===== config.mk =====
export PLATFORM = sky130hd
export DESIGN_NAME = nfi_irq_logic
export DESIGN_NICKNAME = d
export VERILOG_FILES = /design/src/verilog/nfi_pkg.sv /design/src/verilog/nfi_irq_logic.sv
export VERILOG_INCLUDE_DIRS = /design/src /design/src/verilog
export SDC_FILE = /design/constraint.sdc
export NUM_CORES = 1
export LEC_CHECK = 0
export ABC_AREA = 1
export BUFFER_PORTS_ARGS = -buffer_cell sky130_fd_sc_hd__buf_2
export CAP_MARGIN = 10
export CELL_PAD_IN_SITES_DETAIL_PLACEMENT = 1
export CELL_PAD_IN_SITES_GLOBAL_PLACEMENT = 2
export CORE_ASPECT_RATIO = 1.5
export CORE_UTILIZATION = 27
export DETAILED_ROUTE_END_ITERATION = 12
export PLACE_DENSITY = 0.82
export SETUP_SLACK_MARGIN = 0.02
export SLEW_MARGIN = 20
export SYNTH_ARGS = -nofsm -noshare
export SYNTH_HDL_FRONTEND = slang
export SYNTH_SLANG_ARGS = --single-unit

===== constraint.sdc =====
create_clock -name ref_clk -period 1.5 [get_ports ref_clk]
set_input_delay 0.15 -clock ref_clk [delete_from_list [all_inputs] [get_ports ref_clk]]
set_output_delay 0.15 -clock ref_clk [all_outputs]
set_load 0.01 [all_outputs]

===== src/verilog/nfi_map.svh =====
// Register offsets, bit positions, codes and reset values of the FIFO irq block.
`ifndef NFI_MAP_SVH
`define NFI_MAP_SVH

// ----------------------------------------------------------------
// Bus and register map
// ----------------------------------------------------------------
`define NFI_ADDR_W 14
`define NFI_OFF_SOURCE 14'h0000
`define NFI_OFF_MASK 14'h0004
`define NFI_OFF_CLEAR 14'h0008
`define NFI_MASK_RESET 32'hFFFFFFFF
`define NFI_RAW_W 9
`define NFI_RAW_RESET 9'h000
`define NFI_RAW_PAD 23'h000000

// ----------------------------------------------------------------
// Source bit positions
// ----------------------------------------------------------------
`define NFI_RECV_EXT_ERROR_FLAG 8
`define NFI_BUS_POP_ERROR_FLAG 7
`define NFI_BUS_PUSH_ERROR_FLAG 6
`define NFI_RECV_FIFO_FULL_FLAG 5
`define NFI_RECV_FIFO_THRESHOLD_FLAG 4
`define NFI_RECV_FIFO_HAS_DATA_FLAG 3
`define NFI_XMIT_FIFO_HAS_SPACE_FLAG 2
`define NFI_XMIT_FIFO_THRESHOLD_FLAG 1
`define NFI_XMIT_FIFO_DRAINED_FLAG 0

// ----------------------------------------------------------------
// Access width codes and byte pointer
// ----------------------------------------------------------------
`define NFI_SIZE_BYTE 2'h0
`define NFI_SIZE_HALF 2'h1
`define NFI_SIZE_WORD 2'h2
`define NFI_BYTE_PTR_ZERO 2'h0

`endif


===== src/verilog/nfi_pkg.sv =====
// Types shared by the FIFO interrupt source and mask logic.
`default_nettype none
`include "nfi_map.svh"
package nfi_pkg;

	// ----------------------------------------------------------------
	// Whole state of the block
	// ----------------------------------------------------------------
	typedef struct packed {
		logic [`NFI_RAW_W-1:0] raw;
		logic [31:0] mask;
		logic prev_recv_full;
		logic prev_recv_empty;
		logic prev_xmit_full;
		logic prev_xmit_empty;
		logic [1:0] last_ext_push_size;
		logic [1:0] last_bus_pop_size;
		logic [1:0] last_bus_push_size;
		logic [31:0] prdata;
		logic pready;
		logic irq;
	} nfi_state_type;

endpackage
`default_nettype wire


===== src/verilog/nfi_irq_logic.sv =====
// Interrupt source, mask and clear registers for the NAND FIFO events.
`timescale 1ns/100ps
`default_nettype none
`include "nfi_map.svh"

module nfi_irq_logic
	import nfi_pkg::*;
#(
	parameter int LEVEL_W = 13
) (
	input wire logic ref_clk,
	input wire logic srst,
	input wire logic psel,
	input wire logic penable,
	input wire logic pwrite,
	input wire logic [`NFI_ADDR_W-1:0] paddr,
	input wire logic [31:0] pwdata,
	output logic [31:0] prdata,
	output logic pready,
	output logic nand_irq,
	input wire logic recv_fifo_full,
	input wire logic recv_fifo_empty,
	input wire logic [LEVEL_W-1:0] recv_fifo_level,
	input wire logic [LEVEL_W-1:0] recv_half_level,
	input wire logic [1:0] recv_byte_ptr,
	input wire logic xmit_fifo_full,
	input wire logic xmit_fifo_empty,
	input wire logic [LEVEL_W-1:0] xmit_fifo_space,
	input wire logic [LEVEL_W-1:0] xmit_half_level,
	input wire logic [1:0] xmit_byte_ptr,
	input wire logic nand_recv_push,
	input wire logic [1:0] nand_recv_push_size,
	input wire logic bus_recv_pop,
	input wire logic [1:0] bus_recv_pop_size,
	input wire logic bus_xmit_push,
	input wire logic [1:0] bus_xmit_push_size
);

	// ----------------------------------------------------------------
	// State and helpers
	// ----------------------------------------------------------------
	nfi_state_type state;
	nfi_state_type next_state;
	logic [`NFI_RAW_W-1:0] set_bits;
	logic [`NFI_RAW_W-1:0] clear_bits;
	logic bus_write;

	// A width change only hurts when a partial word is already in flight.
	function automatic logic misaligned(input logic [1:0] size,
		input logic [1:0] last, input logic [1:0] ptr);
		return (size != last) && (ptr != `NFI_BYTE_PTR_ZERO);
	endfunction

	assign bus_write = psel && penable && pwrite && state.pready;

	// ----------------------------------------------------------------
	// Next state
	// ----------------------------------------------------------------
	always_comb begin
		next_state = state;
		set_bits = `NFI_RAW_RESET;
		clear_bits = `NFI_RAW_RESET;
		set_bits[`NFI_RECV_EXT_ERROR_FLAG] = nand_recv_push && (recv_fifo_full
			|| misaligned(nand_recv_push_size, state.last_ext_push_size,
			recv_byte_ptr));
		set_bits[`NFI_BUS_POP_ERROR_FLAG] = bus_recv_pop && (recv_fifo_empty
			|| misaligned(bus_recv_pop_size, state.last_bus_pop_size,
			recv_byte_ptr));
		set_bits[`NFI_BUS_PUSH_ERROR_FLAG] = bus_xmit_push && (xmit_fifo_full
			|| misaligned(bus_xmit_push_size, state.last_bus_push_size,
			xmit_byte_ptr));
		set_bits[`NFI_RECV_FIFO_FULL_FLAG] =
			recv_fifo_full && !state.prev_recv_full;
		set_bits[`NFI_RECV_FIFO_THRESHOLD_FLAG] =
			recv_fifo_level > recv_half_level;
		set_bits[`NFI_RECV_FIFO_HAS_DATA_FLAG] =
			!recv_fifo_empty && state.prev_recv_empty;
		set_bits[`NFI_XMIT_FIFO_HAS_SPACE_FLAG] =
			!xmit_fifo_full && state.prev_xmit_full;
		set_bits[`NFI_XMIT_FIFO_THRESHOLD_FLAG] =
			xmit_fifo_space > xmit_half_level;
		set_bits[`NFI_XMIT_FIFO_DRAINED_FLAG] =
			xmit_fifo_empty && !state.prev_xmit_empty;
		if (bus_write && paddr == `NFI_OFF_CLEAR) begin
			clear_bits = pwdata[`NFI_RAW_W-1:0];
		end
		if (bus_write && paddr == `NFI_OFF_MASK) begin
			next_state.mask = pwdata;
		end
		// A new event in the clearing cycle wins so it is never lost.
		next_state.raw = (state.raw & ~clear_bits) | set_bits;
		next_state.prev_recv_full = recv_fifo_full;
		next_state.prev_recv_empty = recv_fifo_empty;
		next_state.prev_xmit_full = xmit_fifo_full;
		next_state.prev_xmit_empty = xmit_fifo_empty;
		if (nand_recv_push) begin
			next_state.last_ext_push_size = nand_recv_push_size;
		end
		if (bus_recv_pop) begin
			next_state.last_bus_pop_size = bus_recv_pop_size;
		end
		if (bus_xmit_push) begin
			next_state.last_bus_push_size = bus_xmit_push_size;
		end
		// Read data is captured in the setup phase; zero wait states.
		next_state.pready = psel && !penable;
		next_state.prdata = 32'h00000000;
		if (psel && !penable && !pwrite) begin
			case (paddr)
				`NFI_OFF_SOURCE: begin
					next_state.prdata = {`NFI_RAW_PAD, state.raw};
				end
				`NFI_OFF_MASK: begin
					next_state.prdata = state.mask;
				end
				default: begin
					next_state.prdata = 32'h00000000;
				end
			endcase
		end
		next_state.irq = |(next_state.raw &
			~next_state.mask[`NFI_RAW_W-1:0]);
	end

	// ----------------------------------------------------------------
	// State register
	// ----------------------------------------------------------------
	always_ff @(posedge ref_clk) begin
		if (srst) begin
			state.raw <= `NFI_RAW_RESET;
			state.mask <= `NFI_MASK_RESET;
			state.prev_recv_full <= 1'b0;
			state.prev_recv_empty <= 1'b1;
			state.prev_xmit_full <= 1'b0;
			state.prev_xmit_empty <= 1'b1;
			state.last_ext_push_size <= `NFI_SIZE_WORD;
			state.last_bus_pop_size <= `NFI_SIZE_WORD;
			state.last_bus_push_size <= `NFI_SIZE_WORD;
			state.prdata <= 32'h00000000;
			state.pready <= 1'b0;
			state.irq <= 1'b0;
		end else begin
			state <= next_state;
		end
	end

	assign prdata = state.prdata;
	assign pready = state.pready;
	assign nand_irq = state.irq;
endmodule
`default_nettype wire


---- After elaboration in Yosys (flattened, before gate mapping) ----
Cells that the tools add are included.
storage, ports and cells
  register bits after elaboration ......... 85
  bits of input ports ..................... 120
  output and inout bits ................... 34
  logic and storage cells ................. 60
operators by class
  order comparisons ....................... 2
  equal/unequal tests ..................... 5
  mux-type cells .......................... 3
  bitwise logic cells ..................... 6
  reduce and logical (&&, ||, !) cells .... 31
operator list
  kind                                             count
  one-hot mux 32 bit (2 select lines)              1
  > comparator 13 bit                              2
  bitwise AND 9 bit                                2
  2-to-1 mux 9 bit                                 2
  inverter 9 bit                                   2
  logical AND 1 bit                                17
  == test 14 x 3 -> 1 bit (second input constant)  1
  == test 14 x 4 -> 1 bit (second input constant)  1
  zero test 14 bit                                 1
  bitwise OR 9 bit                                 1
  OR reduction 9 bit                               1
  zero test 1 bit                                  6
  inequality test 2 bit                            3
  nonzero test 2 bit                               2
  logical OR 1 bit                                 3
  OR reduction 2 bit                               1
  inverter 1 bit                                   1

---- Longest topological paths before layout ----
Gate-level depths: netlist (run 1).
  depth in word-level cells ............... 10
  mapped depth ............................ 16
  mapped depth without buffers ............ 16

---- Worst setup path after synthesis (run 1) ----
OpenSTA, ideal clock, no wires.
  path type ............................... reg2reg
  start point ............................. register, netlist name pready
  end point ............................... register state (netlist bit nand_irq)
  setup time .............................. 109 ps
  arrival time ............................ 1357 ps
  data required time ...................... 1391 ps
  slack ................................... 34 ps
  cell stages (with the launch flop) ...... 13
  buffers on the path ..................... 1
  clock period less this slack ............ 1466 ps
  cell sequence ........................... dfxtp_1 -> nand2_1 -> nor2_4 -> nand3_4 -> buf_6 -> nand2_2 -> o21ai_2 -> nand2_1 -> nand2_1 -> nor2_1 -> nand3_1 -> nand2_1 -> inv_1
between the ends
  word-level cells in the longest chain between the ends .. 8
  elaborated cells between the ends (all ways) .. 11
  those cells by class .................... 2 x mux; 5 x bitwise; 4 x reduce/logical
ends and longest elaborated chain
  what                         line                  text
  logical AND 1 bit (*)        nfi_irq_logic.sv:54   assign bus_write = psel && penable && pwrite && state.pready;
  logical AND 1 bit (no line)  n/a
  2-to-1 mux 9 bit             nfi_irq_logic.sv:84   if (bus_write && paddr == `NFI_OFF_CLEAR) begin
  inverter 9 bit               nfi_irq_logic.sv:91   next_state.raw = (state.raw & ~clear_bits) | set_bits;
  bitwise AND 9 bit            nfi_irq_logic.sv:91
  bitwise OR 9 bit             nfi_irq_logic.sv:91
  bitwise AND 9 bit (*)        nfi_irq_logic.sv:121  next_state.irq = |(next_state.raw &
  OR reduction 9 bit (*)       nfi_irq_logic.sv:121
  to (signal assigned)         nfi_irq_logic.sv:143  state <= next_state;
  to (decl)                    nfi_irq_logic.sv:42   nfi_state_type state;
Every way passes the cells marked *; elsewhere a longest branch is shown, timed or not.
A chain may end at the register's enable or synchronous reset.

---- Worst setup path in the final report (run 1) ----
  start point ............................. register, netlist name pready
  end point ............................... register state (netlist bit nand_irq)
between the ends
  word-level cells in the longest chain between the ends .. 8
  elaborated cells between the ends (all ways) .. 11
  those cells by class .................... 2 x mux; 5 x bitwise; 4 x reduce/logical
ends and longest elaborated chain
  what                         line
  logical AND 1 bit (*)        nfi_irq_logic.sv:54
  logical AND 1 bit (no line)  n/a
  2-to-1 mux 9 bit             nfi_irq_logic.sv:84
  inverter 9 bit               nfi_irq_logic.sv:91
  bitwise AND 9 bit            nfi_irq_logic.sv:91
  bitwise OR 9 bit             nfi_irq_logic.sv:91
  bitwise AND 9 bit (*)        nfi_irq_logic.sv:121
  OR reduction 9 bit (*)       nfi_irq_logic.sv:121
Marked as above.

==> results.md, run 1 <==
- The run finished, with violations left.
- The final reports fail on setup timing.
- For the worst flop-to-flop path, the logic depth is 12.
- The post-synthesis area per instance is 7.63 um^2.
- The setup slack after layout is -0.0690 ns.
- The finished cells cover 5570 um^2.
- The fraction of final layout cells sized beyond drive strength 1 is about a third.
- Adding up every negative setup slack in the final design gives -0.0690 ns.
- The cell count along the critical path is 12.
- The initial core utilization is 27.7%.
- The remaining global-route overflow is 0.
- The standard cell core area is 15,200 um^2.
- Subtracting the final worst setup slack from the clock period gives 1.57 ns.
- In the post-synthesis netlist, the biggest area contributors are sky130_fd_sc_hd__dfxtp_1 (40%), sky130_fd_sc_hd__nand2_1 (13%), sky130_fd_sc_hd__ha_1 (7.7%).
- Measured along the x axis, the die boundary spans 104 um.
- The startpoint identified for the worst register-to-register timing path is pready.
- The DRC marker count from the first detailed-route iteration is approximately 150.
- The average wire per cell in the routed design is about 13 um.
- The sequential fraction of the synthesis area is roughly two fifths.
- By count the netlist is led by sky130_fd_sc_hd__nand2_1 (141), sky130_fd_sc_hd__dfxtp_1 (85), sky130_fd_sc_hd__inv_1 (78), sky130_fd_sc_hd__buf_4 (34), sky130_fd_sc_hd__nand3_1 (31).
- The buffer levels on the longest clock path is 2.
- TritonCTS built the clock tree.
- The count of nets left with antenna violations once routing finished came out at 0.
- The final layout contains 850 nets.
- The first-pass GRT wire length is a little under 20,000 um.
- Excluding fillers, the count of instances in the completed layout stands at 908.
- The layout has about 1,900 filler cells.
- Among the stages of the critical path, the cell type that occurs most often is sky130_fd_sc_hd__nand2_1.
- Clock-pin slew was measured on the worst setup and hold paths at 0.07 ns.
- The global placer's final weighted congestion is 0.763.
- The type of the tightest min-delay check is primary input to register.
- The via count of the first global-routing pass was ~4,200.
- The cell count after synthesis came out at approximately 550.
- Clock tree synthesis found a total of 85 sinks.
- The CTS root buffer is sky130_fd_sc_hd__clkbuf_16.
- The arrival time reported for the critical path endpoint is 1.85 ns.
- The initial antenna violation count is 1.
- The worst register-to-register path ends at nand_irq.
- The area after detailed placement is slightly above 5000 um^2.
- The aggregate routed wire length is around 12,000 um.
- In this run the tightest slew margin relative to its limit is around 75%.
- In the routed design, unresolved DRC markers number 0.
- The number of placed instances, taps included, is between 800 and 900.
- The count of buffers added on input and output ports is 153.
- The number of failing hold endpoints at the final stage is 0.
- Tracing the worst setup path back leads to its startpoint at pready.
- In this run the count of I/O pins placed on the die edge is 154.
- Detailed placement finished with a half-perimeter wire length of approximately 9500 um.
- The total count of max-transition violations in the final report is 0.
- The number of buffers added by the clock tree synthesis step is 9.
- In this run the static leakage power is approximately 3 nW.
- The slack of the worst reg-to-reg path is -0.07 ns.
- VDD sags by at most 0.000524 V.
- Synthesis inferred 85 register bits.
- For this run, the leading register cell type out of synthesis is sky130_fd_sc_hd__dfxtp_1.
- Derived from the worst setup path, the maximum achievable clock frequency is between 0.6 and 0.7 GHz.
- Following the worst setup path forward leads to its endpoint at nand_irq.
- The via count is a little under 4,000.
- From synthesis to final layout, the design area changed by 31.9%.
- The per-cell via count in the routed design is between 4 and 5.
- The share of the synthesized area in the top cell type is 40.3%.
- Synthesis produced a netlist with a net count of around 700.
- The Yosys step of the flow raised 0 warnings.
- Row generation in the floorplan step produced 55 rows.
- The cell area after synthesis is ~4200 um^2.
- The number of iterations in the first detailed-routing pass is 4.
- The worst setup slack after placement is -0.221 ns.
- The critical path launch point type is a register.
- The worst setup path is of the register to register kind.
- The total power density per cell area is between 900 and 1000 nW/um^2.
- The largest fanout on the critical path is 8.
- The maximum number of pins on one net before global-route repair is 38.
- After synthesis, the share of flip-flops with an asynchronous set or reset is 0%.
- Clock skew on the completed layout was measured at around 0.0057 ns.
- The critical path goes through nand2_2 -> nor2_4 -> buf_4 -> nand3_4 -> buf_6 -> o21ai_2 -> nand2_1 -> nand2_1 -> nor2_2 -> nand3_1 -> nand2_1 -> inv_1.
- In the global route stage, overall resource usage came out at between 15 and 20%.
- Setup violations remaining at the end of the flow were counted as 1.
- The number of diodes is 0.
- For the worst-skew pair, the clock arrives at the later sink with an insertion delay of about 0.34 ns.
- Setup repair after global routing could not meet its margin everywhere.
- STA puts the critical path data required time at 1.78 ns.
- The floorplan step defined a die boundary enclosing 16,100 um^2.
- On the worst path, the slowest cell contributes a delay of about 0.34 ns.
- The critical path contains buffers and inverters numbering 3 combined.
- The cell family contributing the most delay on the critical path is simple AND/OR/NAND/NOR gates.
- The slowest stage of the critical path belongs to the cell sky130_fd_sc_hd__dfxtp_2.
- The die height is 155 um.
- Counting flops with a built-in enable in the synthesized netlist gives 0.
- Yosys mapped the design onto 30 distinct sky130hd cell types.
- For the pin with the worst max-slew slack, the measured transition is 0.369 ns.
- The biggest area consumer among synthesized cells is sky130_fd_sc_hd__dfxtp_1.
- STA classifies the critical path endpoint as a register.
- The number of max-capacitance violations reported is 0.
- The most used standard cell by instance count after synthesis is sky130_fd_sc_hd__nand2_1.
- The final-layout worst hold slack is between 0.01 and 0.015 ns.
- After layout, the worst path uses 105% of the clock period.
- CTS built an H-tree with a depth of 3.
==> routing by layer <==
metal / GRT usage [%] / routed length [um] / up-vias
met5: 0 / 0 / -
met4: 5.17 / 131 / 0
met3: 3.10 / 603 / 8
met2: 29.4 / 6430 / 106
met1: 15.9 / 4650 / 1810
li1: - / - / 2035
==> flip-flops by register name (all words and copies together), names as in the netlist <==
register  count
state        51
prdata       32
nand_irq      1
pready        1
==> worst min-delay path by stage <==
stage	depth (start not counted)	startpoint	slack, ns	endpoint
finish	3	pwdata[23]	0.01	state[67]
global route	3	pwdata[24]	0.01	state[68]
CTS	3	pwdata[23]	0.0007	state[67]
detailed placement	3	pwdata[23]	0.36	state[67]
global placement	2	xmit_fifo_empty	0.36	state[40]
floorplan	1	srst	0.22	state[84]
==> cells in the final DEF, fill, tap and decap left out, drive strengths merged <==
| cell | n |
|---|---|
| nor4 | 1 |
| nor3 | 14 |
| inv | 84 |
| nor3b | 9 |
| nand4 | 17 |
| or2 | 5 |
| dfxtp | 85 |
| clkinv | 1 |
| buf | 190 |
| clkbuf | 9 |
| ha | 26 |
| a21oi | 27 |
| nand3 | 34 |
| nor2 | 26 |
| o21ai | 15 |
| o211ai | 14 |
| xor2 | 2 |
| dlygate4sd3 | 1 |
| xnor2 | 4 |
| bufinv | 1 |
| nand2 | 144 |
==> final cells by class <==
| cell class | count | area (um^2) | area share, % |
|---|---|---|---|
| Timing Repair Buffer | 191 | 1090 | 19.5 |
| Clock inverter | 7 | 87.6 | 1.57 |
| Sequential cell | 85 | 1700 | 30.6 |
| Tap cell | 199 | 249 | 4.47 |
| Multi-Input combinational cell | 338 | 1920 | 34.5 |
| Inverter | 79 | 297 | 5.33 |
| Clock buffer | 9 | 225 | 4.05 |
==> metrics by stage <==
stage	power, mW	util (%)
6_report	5.21	36.6
5_1_grt	5.47	36.6
2_1_floorplan	2.63	-
3_3_place_gp	2.90	33.7
3_5_place_dp	2.93	33.7
4_1_cts	5.30	36.1
==> power by group <==
group	total [mW]	internal [mW]	switching [mW]
sequential	2.32	2.29	0.0244
combinational	0.561	0.272	0.289
clock	2.33	1.34	0.995
total	5.21	3.90	1.31
==> tightest hold or removal path, stage by stage <==
cell                      delay, ns
sky130_fd_sc_hd__buf_2         0.08
sky130_fd_sc_hd__nand2_1       0.04
sky130_fd_sc_hd__nand3_1       0.05
==> timing repair <==
item | 4_1_cts | 5_1_grt
hold endpoints to repair | 1 | 0
pin swaps | 1 | 5
hold buffers | 1 | 0
buffers inserted | 1 | 7
gates resized for setup | 8 | 5
cloned | 0 | 1
setup endpoints to repair | 7 | 24
==> cells by family (layout without fill, tap and decap cells) <==
logic type	count (synthesis)	count (layout)	synth area share [%]
xor+xnor	6	6	1.25
fa+ha+maj	26	26	7.71
simple gates	249	250	27.4
buf+inv	131	286	15.3
flops	85	85	40.3
compound gates	56	56	8.01
No activity file was read; power rests on OpenSTA's default activity.
==> run 2: changes to the inputs <==
- ABC_AREA: 1 -> 0
- CORE_UTILIZATION: 27 -> 28
==> results.md, run 2 <==
- Biggest regs: state: 51 flops, prdata: 32 flops (unchanged).
- The cell depth of the worst hold path is 3 (unchanged).
- The total count of max-transition violations in the final report was 0 (unchanged).
- The initial antenna violation count is 0 (was 1).
- The combined global-route utilization of all metal layers is 16.4% (was 15.1%).
- The top flip-flop cell by instance count after synthesis is sky130_fd_sc_hd__dfxtp_1 (unchanged).
- The TritonCTS clock tree is yes (unchanged).
- The net switching share of the total power is 24.2% (was 25.1%).
- The average wire per cell in the routed design is 14.7 um (was 13.0 um).
- The total die area came to 15,300 um^2 (was 16,100 um^2).
- The count of state elements after synthesis is 85 (unchanged).
- The critical path start-end classification is register to register (unchanged).
- The worst slew slack as a fraction of its limit is 63.1% (was 75.4%).
- The type of the tightest min-delay check was primary input to register (unchanged).
- The fraction of final layout cells sized beyond drive strength 1 came to 40.4% (was 33.6%).
- Violations in the final reports: setup timing (unchanged).
- The cell row count is 54 (was 55).
- The source-to-sink clock delay at the later pin of the worst-skew pair is 0.34 ns (about the same).
- The time the worst path needs with I/O delays and setup came to 1.78 ns (was 1.57 ns).
- Synth top area cells: sky130_fd_sc_hd__dfxtp_1 (41%), sky130_fd_sc_hd__ha_1 (7.9%), sky130_fd_sc_hd__nand2_1 (7.3%) (was sky130_fd_sc_hd__dfxtp_1 (40%), sky130_fd_sc_hd__nand2_1 (13%), sky130_fd_sc_hd__ha_1 (7.7%)).
- The remaining number of nets flagged by the antenna check after routing is 0 (unchanged).
- The post-synthesis area per instance is 8.76 um^2 (was 7.63 um^2).
- The remaining global-route overflow is 0 (unchanged).
- The net switching component of the power is 1.25 mW (was 1.31 mW).
- The global placer's final weighted congestion was 0.780 (was 0.763).
- Leading post-synthesis cells by instance count: sky130_fd_sc_hd__dfxtp_1 (85), sky130_fd_sc_hd__nand2_1 (80), sky130_fd_sc_hd__buf_4 (32), sky130_fd_sc_hd__inv_1 (31), sky130_fd_sc_hd__nor2_1 (27) (was sky130_fd_sc_hd__nand2_1 (141), sky130_fd_sc_hd__dfxtp_1 (85), sky130_fd_sc_hd__inv_1 (78), sky130_fd_sc_hd__buf_4 (34), sky130_fd_sc_hd__nand3_1 (31)).
- The critical path data required time was 1.76 ns (was 1.78 ns).
- The total power density per cell area is 880 nW/um^2 (was 936 nW/um^2).
- The share of the synthesized area in the top cell type is 41.2% (was 40.3%).
- The overall power after layout is 5.17 mW (was 5.21 mW).
- The half-perimeter wire length after detailed placement is 9370 um (was 9460 um).
- The commonest non-fill, non-tap cell in the layout is sky130_fd_sc_hd__buf_2 (unchanged).
- The share of flip-flops with an asynchronous set or reset after synthesis is 0% (unchanged).
- The initial core utilization is 28.6% (was 27.7%).
- The slack of the worst reg-to-reg path is -0.28 ns (was -0.07 ns).
- The source of the worst register-to-register timing path was pready (unchanged).
- The count of buffering cells on the critical path with inverters included came to 1 (was 3).
- The static leakage is 2.81 nW (was 2.96 nW).
- RSZ-0062 raised after global routing: true (unchanged).
- The number of H-tree levels is 3 (unchanged).
- The buffer levels on the longest clock path is 2 (unchanged).
- The distinct cell type count of the synthesized netlist is 49 (was 30).
- The final setup violation count is 6 (was 1).
- The upper clock frequency limit is 0.562 GHz (was 0.637 GHz).
- The first-pass GRT wire length is 19,300 um (was 19,600 um).
- The worst stage delay on the critical path is 0.57 ns (was 0.34 ns).
- The number of buffers added by the clock tree synthesis step was 9 (unchanged).
- The worst setup slack after placement is -0.568 ns (was -0.221 ns).
- The depth of the worst register-to-register path is 6 (was 12).
- The sequential fraction of the synthesis area is 41.2% (was 40.3%).
- The die height is 151 um (was 155 um).
- The per-cell via count in the routed design is 4.60 (was 4.36).
- The area after detailed placement is 5190 um^2 (was 5130 um^2).
- Sequence of cells on the critical path: and4_4 -> buf_4 -> nand2_4 -> a222oi_1 -> nor4_2 -> a41oi_2 (was nand2_2 -> nor2_4 -> buf_4 -> nand3_4 -> buf_6 -> o21ai_2 -> nand2_1 -> nand2_1 -> nor2_2 -> nand3_1 -> nand2_1 -> inv_1).
- The arrival time reported for the critical path endpoint is 2.04 ns (was 1.85 ns).
- The clock sink count was 85 (unchanged).
- The remaining routing DRC violations is 0 (unchanged).
- The nature of the critical path endpoint was a register (unchanged).
- The power share of the clock group was 43.4% (was 44.7%).
- The transition time at the pin with the least slew margin was 0.554 ns (was 0.369 ns).
- The final-layout worst hold slack is 0.0236 ns (was 0.0111 ns).
- The combinational fraction of design power is 11.7% (was 10.8%).
- The instance count of the mapped netlist is 472 (was 553).
- The cell family contributing the most delay on the critical path is compound AO/OA/AOI/OAI gates (was simple AND/OR/NAND/NOR gates).
- The number of nets in the synthesized netlist was 618 (was 699).
- Most frequent cells in the layout: sky130_fd_sc_hd__buf_2 (149), sky130_fd_sc_hd__dfxtp_1 (84), sky130_fd_sc_hd__nand2_1 (78), sky130_fd_sc_hd__buf_4 (42), sky130_fd_sc_hd__inv_1 (31) (was sky130_fd_sc_hd__buf_2 (153), sky130_fd_sc_hd__nand2_1 (139), sky130_fd_sc_hd__dfxtp_1 (84), sky130_fd_sc_hd__inv_1 (77), sky130_fd_sc_hd__buf_4 (33)).
- The via count of the first global-routing pass is 4,126 (was 4,178).
- The biggest area consumer among synthesized cells is sky130_fd_sc_hd__dfxtp_1 (unchanged).
- The design area is 5880 um^2 (was 5570 um^2).
- The internal power consumption is 3.92 mW (was 3.90 mW).
- The largest fanout on the critical path is 6 (was 8).
- The register containing the most flip-flops in the final layout was state (unchanged).
- The standard cell with the maximum stage delay on the critical path is sky130_fd_sc_hd__a222oi_1 (was sky130_fd_sc_hd__dfxtp_2).
- The area added between synthesis and finish is 42.2% (was 31.9%).
- The DRC marker count from the first detailed-route iteration is 123 (was 147).
- The count of placed standard cells including taps was 813 (was 882).
- The number of flip-flops under the largest register name is 51 (unchanged).
- The most used standard cell by instance count after synthesis is sky130_fd_sc_hd__dfxtp_1 (was sky130_fd_sc_hd__nand2_1).
- The source of the worst hold timing path is pwdata[14] (was pwdata[23]).
- The CTS root buffer was sky130_fd_sc_hd__clkbuf_16 (unchanged).
- The standard cell core area is 14,500 um^2 (was 15,200 um^2).
- The I/O pin count is 154 (unchanged).
- The number of enable flip-flop cells after synthesis was 0 (unchanged).
- The worst setup skew after layout came to 0.00601 ns (was 0.00566 ns).
- The number of failing hold endpoints at the final stage is 0 (unchanged).
- The worst vdd rail ir drop is 0.000394 V (was 0.000524 V).
- The number of diodes is 0 (unchanged).
- The critical path launch point type is a register (unchanged).
- The die boundary width was 101 um (was 104 um).
- The maximum number of pins on one net before global-route repair was 53 (was 38).
- The setup slack after layout is -0.281 ns (was -0.0690 ns).
- The clock input transition at the sequential cells of the worst setup and hold paths is 0.07 ns (about the same).
- The count of buffers inserted at the top-level ports is 153 (unchanged).
- The post-layout net count is 790 (was 850).
- The via count is 3,886 (was 3,959).
- The number of max-capacitance violations reported came to 0 (unchanged).
- The end point of the worst hold path was state[58] (was state[67]).
- The number of iterations in the first detailed-routing pass was 5 (was 4).
- The aggregate routed wire length came to 12,400 um (was 11,800 um).
- The worst reg2reg path endpoint is nand_irq (unchanged).
- The total number of yosys warnings came to 0 (unchanged).
- The filler-free cell count of the finished design came to 845 (was 908).
- The final cell utilization of the core came to 40.7% (was 36.6%).
- The part of the total power dissipated in sequential elements is 44.9% (was 44.5%).
- Run status: finished with violations (unchanged).
- The cell area after synthesis came to 4130 um^2 (was 4220 um^2).
- The post-route fraction of the period consumed by the critical path came to 119% (was 105%).
- The final total negative setup slack is -0.536 ns (was -0.0690 ns).
run 2: changes by cell type in the layout (fill, tap and decap cells not counted), moves of 23 or more:
| cell | delta |
|---|---|
| sky130_fd_sc_hd__nand3_1 | -27 |
| sky130_fd_sc_hd__and2_1 | +23 |
| sky130_fd_sc_hd__nand3b_1 | +23 |
| sky130_fd_sc_hd__inv_1 | -46 |
| sky130_fd_sc_hd__nand2_1 | -61 |
run 2: timing repair:
item	in CTS	in global routing
hold buffers	1	0
setup endpoints to repair	5	42
pin swaps	20	5
buffers inserted	12	2
cloned	0	1
hold endpoints to repair	1	0
resized for setup	24	23
run 2: cell type report:
cell class                 instances  area, um^2
clock buffer                       9         225
clock inverter                     7        73.8
fill                            1763        8580
inverter                          31         116
multi-input combinational        307        2200
sequential                        85        1700
tap                              196         245
timing repair buffer             210        1310
run 2: kinds of logic (layout without fill, tap and decap cells):
family	Yosys count	in the layout	synth area share [%]
AOI/OAI and AO/OA	73	73	12.7
buffers and inverters	80	257	10.3
and+or+nand+nor	198	198	25.7
adders and majority gates	26	26	7.87
xor gates and xnor gates	6	6	1.27
DFF	85	85	41.2
muxes	4	4	0.969
run 2: how the worst max path moves through the flow:
stage                     depth (start not counted)  startpoint  slack [ns]  endpoint
after CTS                                         7      pready       -0.20  nand_irq
after global routing                              9    paddr[6]       -0.34  nand_irq
after floorplan                                   6   paddr[12]        -0.1  nand_irq
after global placement                            8    paddr[1]       -0.50  nand_irq
final                                             6      pready       -0.28  nand_irq
after detailed placement                          8    paddr[1]       -0.57  nand_irq
run 2: worst reg2reg max path, cell delays in order, from the launching register on:
cell and delay [ns]:
sky130_fd_sc_hd__dfxtp_2 0.33, sky130_fd_sc_hd__and4_4 0.26, sky130_fd_sc_hd__buf_4 0.15, sky130_fd_sc_hd__nand2_4 0.09, sky130_fd_sc_hd__a222oi_1 0.57, sky130_fd_sc_hd__nor4_2 0.12, sky130_fd_sc_hd__a41oi_2 0.19
run 2: per-layer routing:
| metal | global-route usage (%) | up-vias | share of wire [%] |
|---|---|---|---|
| met5 | 0 | - | 0 |
| met3 | 3.00 | 23 | 4.4 |
| met1 | 16.7 | 1818 | 37 |
| li1 | - | 1920 | - |
| met4 | 6.81 | 0 | 3.2 |
| met2 | 31.9 | 125 | 55 |
run 2: power groups by stage:
stage / Clock (mW) / Combinational [mW] / Sequential [mW]
2_1_floorplan: 0 / 0.253 / 2.36
6_report: 2.24 / 0.606 / 2.32
3_3_place_gp: 0 / 0.544 / 2.37
4_1_cts: 2.30 / 0.602 / 2.32
5_1_grt: 2.39 / 0.677 / 2.32
3_5_place_dp: 0 / 0.568 / 2.37
